$ cat src/rilt_defs.svh
// Purpose: constants for the reset, interrupt and low-power sequencer
// Assumes: clk_sys at 100 MHz stands for the oscillator input
// Notes:   counts are in bus cycles unless marked otherwise
`ifndef RILT_DEFS_SVH
`define RILT_DEFS_SVH
`define RILT_CLK_PERIOD_NS   10
`define RILT_BUS_DIV         4
`define RILT_RST_DRIVE_CYC   4
`define RILT_RST_SAMPLE_CYC  2
`define RILT_RST_EXT_MIN     8
`define RILT_MODE_SETUP_CYC  2
`define RILT_WAIT_RESUME_CYC 4
`define RILT_STOP_LONG_CYC   4064
`define RILT_STOP_SHORT_CYC  4
`define RILT_PULSE_EXTRA_NS  20
`endif

$ cat src/rilt_pkg.sv
// Purpose: shared types for the sequencer
// Assumes: nothing beyond the defs header
// Notes:   none
package rilt_pkg;
    typedef enum logic [2:0] {
        RILT_RUN      = 3'b000,
        RILT_RST_DRV  = 3'b001,
        RILT_RST_WAIT = 3'b010,
        RILT_WAIT     = 3'b011,
        RILT_STOP     = 3'b100,
        RILT_STOP_DLY = 3'b101,
        RILT_RESUME   = 3'b110
    } rilt_state_t;

    typedef struct packed {
        logic ext_vector;
        logic mode_a;
        logic mode_b;
    } rilt_rst_info_t;
endpackage

$ cat src/rilt_clkdiv.sv
// Purpose: bus clock enable derived from the oscillator
// Assumes: synchronous active-high reset
// Notes:   tick is a one-cycle pulse every DIV oscillator cycles
`timescale 1ns/100ps
`default_nettype none
`include "rilt_defs.svh"
module rilt_clkdiv #(
    parameter int DIV = `RILT_BUS_DIV
) (
    input  wire logic clk_sys,   // Oscillator clock
    input  wire logic reset,     // Synchronous reset
    output logic      bus_tick   // Bus cycle pulse
);
    logic [7:0] cnt_q;

    always_ff @(posedge clk_sys) begin
        if (reset || cnt_q == 8'(DIV - 1)) begin
            cnt_q <= 8'h00;
        end else begin
            cnt_q <= cnt_q + 8'h01;
        end
    end

    assign bus_tick = (cnt_q == 8'(DIV - 1));
endmodule
`default_nettype wire

$ cat src/rilt_seq.sv
// Behaviour
// - External reset is recognised in the first bus cycle the pin is seen low.
// - The pin is then driven low for four bus cycles, released, and sampled two cycles later.
// - A low of eight bus cycles or more selects the external reset vector; one cycle is accepted.
// - Leaving wait on an interrupt resumes within four bus cycles.
// - The reset pin also ends the wait state.
// - Stop recovery waits 4064 bus cycles with stop delay select set, else four.
// - The maskable request reacts to falling edges when edge select is set, else to low level.
// - The accumulator counts at most at half the bus rate.
//
// Purpose: reset pin, interrupt and low-power sequencing
// Assumes: all inputs synchronous to clk_sys, sampled on bus ticks
// Notes:   one bus cycle is one bus_tick; reset input is the power-on reset
`timescale 1ns/100ps
`default_nettype none
`include "rilt_defs.svh"
module rilt_seq
    import rilt_pkg::*;
#(
    parameter int STOP_LONG_CYC = `RILT_STOP_LONG_CYC
) (
    input  wire logic     clk_sys,             // Oscillator clock
    input  wire logic     reset,               // Power-on reset
    input  wire logic     reset_pin_i,         // Reset pin level
    output logic          reset_pin_o,         // Reset pin output value
    output logic          reset_pin_oe,        // Reset pin drive enable
    input  wire logic     mode_a_i,            // Mode pin A
    input  wire logic     mode_b_i,            // Mode pin B
    input  wire logic     irq_n_i,             // Maskable request pin
    input  wire logic     nonmaskable_irq_pin, // Nonmaskable request pin, low active
    input  wire logic     irq_edge_select,     // 1 edge, 0 level
    input  wire logic     stop_delay_select,   // 1 long stop delay
    input  wire logic     condition_code_reg,  // Nonmaskable mask bit
    input  wire logic     wait_req,            // Core enters wait
    input  wire logic     stop_req,            // Core enters stop
    input  wire logic     pacc_i,              // Pulse accumulator input
    output logic          irq_pending,         // Maskable request latched
    output logic          nonmaskable_irq_pin_service,        // Nonmaskable to be serviced
    output logic          cpu_run,             // Core may execute
    output logic          bus_clk_en,          // Bus cycle pulse
    output rilt_rst_info_t rst_info,           // Reset source and mode
    output logic [15:0]   pacc_count           // Accumulated events
);
    rilt_state_t state_q;
    logic [11:0] cnt_q;
    logic [3:0]  low_cnt_q;
    logic        irq_prev_q;
    logic        pacc_prev_q;
    logic        tick;
    logic        irq_evt;
    logic        nonmaskable_irq_pin_evt;

    rilt_clkdiv #(
        .DIV (`RILT_BUS_DIV)
    ) u_div (
        .clk_sys  (clk_sys),
        .reset    (reset),
        .bus_tick (tick)
    );

    assign bus_clk_en   = tick;
    assign reset_pin_o  = 1'b0;
    assign reset_pin_oe = (state_q == RILT_RST_DRV);
    assign cpu_run      = (state_q == RILT_RUN);

    // Edge seen only across bus ticks, so a pulse shorter than a bus cycle may be missed
    assign irq_evt  = irq_edge_select ? (irq_prev_q && !irq_n_i) : !irq_n_i;
    assign nonmaskable_irq_pin_evt = !nonmaskable_irq_pin;

    always_ff @(posedge clk_sys) begin
        if (reset) begin
            irq_prev_q  <= 1'b1;
            irq_pending <= 1'b0;
        end else if (tick) begin
            irq_prev_q <= irq_n_i;
            if (irq_evt) begin
                irq_pending <= 1'b1;
            end else if (cpu_run) begin
                irq_pending <= 1'b0;
            end
        end
    end

    // Counts bus cycles the pin stays low, our own drive included, saturating at 15
    always_ff @(posedge clk_sys) begin
        if (reset) begin
            low_cnt_q <= 4'h0;
        end else if (tick) begin
            if (reset_pin_i) begin
                low_cnt_q <= 4'h0;
            end else if (low_cnt_q != 4'hF) begin
                low_cnt_q <= low_cnt_q + 4'h1;
            end
        end
    end

    always_ff @(posedge clk_sys) begin
        if (reset) begin
            state_q <= RILT_RST_DRV;
            cnt_q   <= 12'h000;
        end else if (tick) begin
            unique case (state_q)
                RILT_RUN: begin
                    cnt_q <= 12'h000;
                    if (!reset_pin_i) begin
                        state_q <= RILT_RST_DRV;
                    end else if (stop_req) begin
                        state_q <= RILT_STOP;
                    end else if (wait_req) begin
                        state_q <= RILT_WAIT;
                    end
                end
                RILT_RST_DRV: begin
                    if (cnt_q == 12'(`RILT_RST_DRIVE_CYC - 1)) begin
                        cnt_q   <= 12'h000;
                        state_q <= RILT_RST_WAIT;
                    end else begin
                        cnt_q <= cnt_q + 12'h001;
                    end
                end
                RILT_RST_WAIT: begin
                    if (cnt_q == 12'(`RILT_RST_SAMPLE_CYC - 1)) begin
                        cnt_q <= 12'h000;
                        if (reset_pin_i) begin
                            state_q <= RILT_RUN;
                        end
                    end else begin
                        cnt_q <= cnt_q + 12'h001;
                    end
                end
                RILT_WAIT: begin
                    if (!reset_pin_i) begin
                        state_q <= RILT_RST_DRV;
                    end else if (irq_evt || nonmaskable_irq_pin_evt) begin
                        cnt_q   <= 12'h000;
                        state_q <= RILT_RESUME;
                    end
                end
                RILT_RESUME: begin
                    if (!reset_pin_i) begin
                        cnt_q   <= 12'h000;
                        state_q <= RILT_RST_DRV;
                    end else if (cnt_q == 12'(`RILT_WAIT_RESUME_CYC - 2)) begin
                        state_q <= RILT_RUN;
                    end else begin
                        cnt_q <= cnt_q + 12'h001;
                    end
                end
                RILT_STOP: begin
                    cnt_q <= 12'h000;
                    if (!reset_pin_i) begin
                        state_q <= RILT_RST_DRV;
                    end else if (irq_evt || nonmaskable_irq_pin_evt) begin
                        state_q <= RILT_STOP_DLY;
                    end
                end
                RILT_STOP_DLY: begin
                    // A reset must not wait out the long start-up delay
                    if (!reset_pin_i) begin
                        cnt_q   <= 12'h000;
                        state_q <= RILT_RST_DRV;
                    end else if (cnt_q == (stop_delay_select ? 12'(STOP_LONG_CYC - 1)
                                  : 12'(`RILT_STOP_SHORT_CYC - 1))) begin
                        state_q <= RILT_RUN;
                    end else begin
                        cnt_q <= cnt_q + 12'h001;
                    end
                end
                default: begin
                    state_q <= RILT_RST_DRV;
                end
            endcase
        end
    end

    // Source cleared when a new reset is seen, so a short one never keeps a stale long verdict
    always_ff @(posedge clk_sys) begin
        if (reset) begin
            rst_info <= '0;
        end else if (tick) begin
            if (!reset_pin_i && state_q != RILT_RST_DRV && state_q != RILT_RST_WAIT) begin
                rst_info.ext_vector <= 1'b0;
            end else if (state_q == RILT_RST_WAIT && !reset_pin_i
                         && low_cnt_q >= 4'(`RILT_RST_EXT_MIN - 1)) begin
                rst_info.ext_vector <= 1'b1;
            end else if (state_q == RILT_RST_WAIT && reset_pin_i
                         && cnt_q == 12'(`RILT_RST_SAMPLE_CYC - 1)) begin
                rst_info.mode_a <= mode_a_i;
                rst_info.mode_b <= mode_b_i;
            end
        end
    end

    always_ff @(posedge clk_sys) begin
        if (reset) begin
            nonmaskable_irq_pin_service <= 1'b0;
        end else if (tick && state_q == RILT_STOP && nonmaskable_irq_pin_evt) begin
            nonmaskable_irq_pin_service <= !condition_code_reg;
        end else if (tick && cpu_run) begin
            nonmaskable_irq_pin_service <= 1'b0;
        end
    end

    // Sampling once per bus cycle on alternate edges caps the rate at half the bus clock
    always_ff @(posedge clk_sys) begin
        if (reset) begin
            pacc_prev_q <= 1'b0;
            pacc_count  <= 16'h0000;
        end else if (tick) begin
            pacc_prev_q <= pacc_i;
            if (pacc_i && !pacc_prev_q) begin
                pacc_count <= pacc_count + 16'h0001;
            end
        end
    end
endmodule
`default_nettype wire
$ cat config.mk
export PLATFORM = sky130hd
export DESIGN_NAME = rilt_seq
export DESIGN_NICKNAME = d
export VERILOG_FILES = /design/src/rilt_pkg.sv /design/src/rilt_clkdiv.sv /design/src/rilt_seq.sv
export VERILOG_INCLUDE_DIRS = /design/src
export SDC_FILE = /design/constraint.sdc
export NUM_CORES = 1
export LEC_CHECK = 0
export BUFFER_PORTS_ARGS = -buffer_cell sky130_fd_sc_hd__buf_2
export CAP_MARGIN = 10
export CORE_MARGIN = 5
export CORE_UTILIZATION = 35
export CTS_CLUSTER_DIAMETER = 30
export DETAILED_ROUTE_END_ITERATION = 12
export PLACE_DENSITY = 0.52
export SETUP_SLACK_MARGIN = 0.1
export SYNTH_ARGS = -nofsm -noshare
export SYNTH_HDL_FRONTEND = slang
export SYNTH_SLANG_ARGS = --single-unit
$ cat constraint.sdc
create_clock -name clk_sys -period 5 [get_ports clk_sys]
set_clock_uncertainty 0.1 [all_clocks]
set_input_delay 1.5 -clock clk_sys [delete_from_list [all_inputs] [get_ports clk_sys]]
set_output_delay 1.5 -clock clk_sys [all_outputs]
set_load 0.005 [all_outputs]
==> qor.txt <==
Post-synth top area cell = dfxtp_1
Worst-Margin Slew = 757.1 ps
Rel. slew slack = 49.53%
Clk buf depth = 2
Post-synthesis sequential area ratio = 39.08%
First-pass GRT wire length = 9.515 mm
Final setup violation count = 0
Pleak = 1.097 nW
Num rows = 31
Initial Util = 35.69%
Startpoint type of the worst setup path = flip-flop
FF+latch count, synth = 50
Synth top area cells = dfxtp_1 (39%), xor2_1 (8.5%), nor2_1 (6.7%)
Num CTS Buffers = 5
Vias per std cell = 5.057
Cell count after synthesis = 310
Core Box Area = 7176 um^2
Reg2Reg Depth = 7
# resized after CTS = 0
Final instance area = 2888 um^2
Yosys top cell area share = 39.08%
Die Height = 95.55 um
Placed wire-length estimate = 3.947 mm
Number of diodes = 0
Wire per inst = 12.73 um
Status = completed
All-layer global routing usage = 12.78%
IO Count = 38
Synth cell types = 49
Placed cells = 431
Syn. warnings = 0
CP Launch Point = u_div.cnt_q[5]
Routed Antenna Nets = 0
Hold_ws = 365.6 ps
Vias in the first global route = 2100
Fin Setup TNS = 0 ps
Worst Path Arrival = 2040 ps
Placed cell area = 2801 um^2
Pwr Density = 240.2 nW/um^2
Horiz. Die Dim = 95.55 um
Initial antenna violation count = 0
Final slew viol count = 0
Syn avg cell area = 8.262 um^2
Post-synth top cells = dfxtp_1 (50), nor2_1 (46), xor2_1 (25)
Non-filler instance count after layout = 439
DRT Wirelength = 5.588 mm
Drt pass-1 iters = 4
F_max = 0.2748 GHz
Final Hold Viols = 0
Area taken by flip-flops and latches = 1001 um^2
# Post-CTS Setup Buffers = 0
Worst hold-check path type = reg -> reg
FILL cells = 757
Clock sink count = 50
Internal reg-to-reg setup slack = 2240 ps
Layout area overhead = 12.75%
Asr flop ratio synth = 0%
Post-synthesis net count = 329
Final period utilization = 72.77%
Gpl congestion = 0.8068
DIE AREA = 9129 um^2
Port bufs = 36
Simple-gate share of the synthesized area = 30.68%
Peak supply drop = 0.1145 mV
Number of flops mapped to enable cells by yosys = 0
Hold buffers post-CTS = 0
Minimum clock period = 3639 ps
CP required = 3400 ps
CP Capture Type = primary output
Multi-input logic area = 1465 um^2
CTS tree = built
Max-cap viol count = 0
Worst setup path endpoint = bus_clk_en
Largest net degree at the start of global routing = 41
Synth Area in Adders = 2.931%
Share of post-route cells with drive strength above 1 = 15.00%
Ys flop type = dfxtp_1
R2r startpoint = u_div.cnt_q[5]
Synthesized cell area = 2561 um^2
Worst-path maximum fanout = 21
Drt drc = 0
Worst reg2reg endpoint = state_q[1]
Total Nets Final = 358
Clock Latency Late Sink = 300 ps
XOR/XNOR share of the synthesized area = 10.26%
Kind of critical path = reg -> out
Clk slew on worst S/H paths = 90 ps
Complex-gate fraction of the synthesized area = 11.63%
Main combinational cell family by area after synthesis = simple AND/OR/NAND/NOR gates
Via count = 2220
Grt ovf = 0
Count leader, synth = dfxtp_1
Post-synthesis mux area share = 1.563%
RSZ-0062 raised after global routing = false
Htree depth = 2
Starting DRT DRC Count = 78
CTS Root Cell = clkbuf_8
[power breakdown]
part,internal (W),switching (W),total [W],leakage (nW)
registers,0.000404,0.00000594,0.000410,0.404
logic,0.0000173,0.0000308,0.0000482,0.648
clock network,0.0000991,0.000136,0.000235,0.0452
total,0.000521,0.000173,0.000694,1.10
[cell families (layout without fill, tap and decap cells)]
| kind of cell | after synthesis | after routing |
|---|---|---|
| other | 1 | 1 |
| DFF | 50 | 50 |
| adders and majority gates | 6 | 6 |
| muxes | 4 | 4 |
| buffers and inverters | 20 | 50 |
| xor gates and xnor gates | 30 | 30 |
| AOI/OAI and AO/OA | 45 | 45 |
| and+or+nand+nor | 154 | 154 |
[stage by stage]
stage,setup WS (ps),power (W),utilization [%]
final,1361,0.0006935,40.24
after detailed placement,1522,0.0004683,39.04
after global routing,1235,0.0007296,40.24
after CTS,1303,0.0007087,40.24
after global placement,1555,0.0004678,39.04
after floorplan,1600,0.0004532,-
[final cells by class]
class | count | share of cell area (%)
inverter | 5 | 0.8232
sequential | 50 | 34.66
tap | 99 | 4.289
multi-input combinational | 240 | 50.74
clock buffer | 6 | 2.513
timing repair buffer | 37 | 6.499
clock inverter | 2 | 0.4766
[critical path, stage by stage, from the launching register on]
cell and delay (ps):
dfxtp_1 350, or4_1 500, or3_1 530, clkinv_4 220, buf_2 140
[cell usage in the layout (no fill, tap or decap), types with 5 or more instances in the layout]
master,count
ha_1,6
nor2_1,46
nand2_1,19
buf_2,36
xor2_1,25
and3_1,9
dfxtp_1,50
or3_1,7
a21oi_1,15
nand4_1,10
nand3_1,23
clkbuf_8,5
o21ai_0,9
nor3_1,10
xnor2_1,5
[worst min path at each step]
stage	cells past startpoint	slack, ps	to	startpoint
2_1_floorplan	2	340	pacc_prev_q	pacc_prev_q
3_3_place_gp	2	350	pacc_prev_q	pacc_prev_q
3_5_place_dp	2	350	pacc_prev_q	pacc_prev_q
4_1_cts	2	370	pacc_prev_q	pacc_prev_q
5_1_grt	2	400	pacc_prev_q	pacc_prev_q
6_report	2	370	pacc_prev_q	pacc_prev_q
[registers in the layout, summed over array words and instances (netlist names), 3 cells and up]
signal	cells
cnt_q	12
rst_info	3
pacc_count	16
state_q	3
low_cnt_q	4
u_div.cnt_q	8
[metal layers]
metal  vias up  track usage, %  share of wire, %
met2        34           21.77                46
met1      1035           16.10                50
met3         2           3.236               4.3
met4         0           3.081              0.39
met5         -               0                 0
li1       1149               -                 -
(Power assumes the default switching activity.)
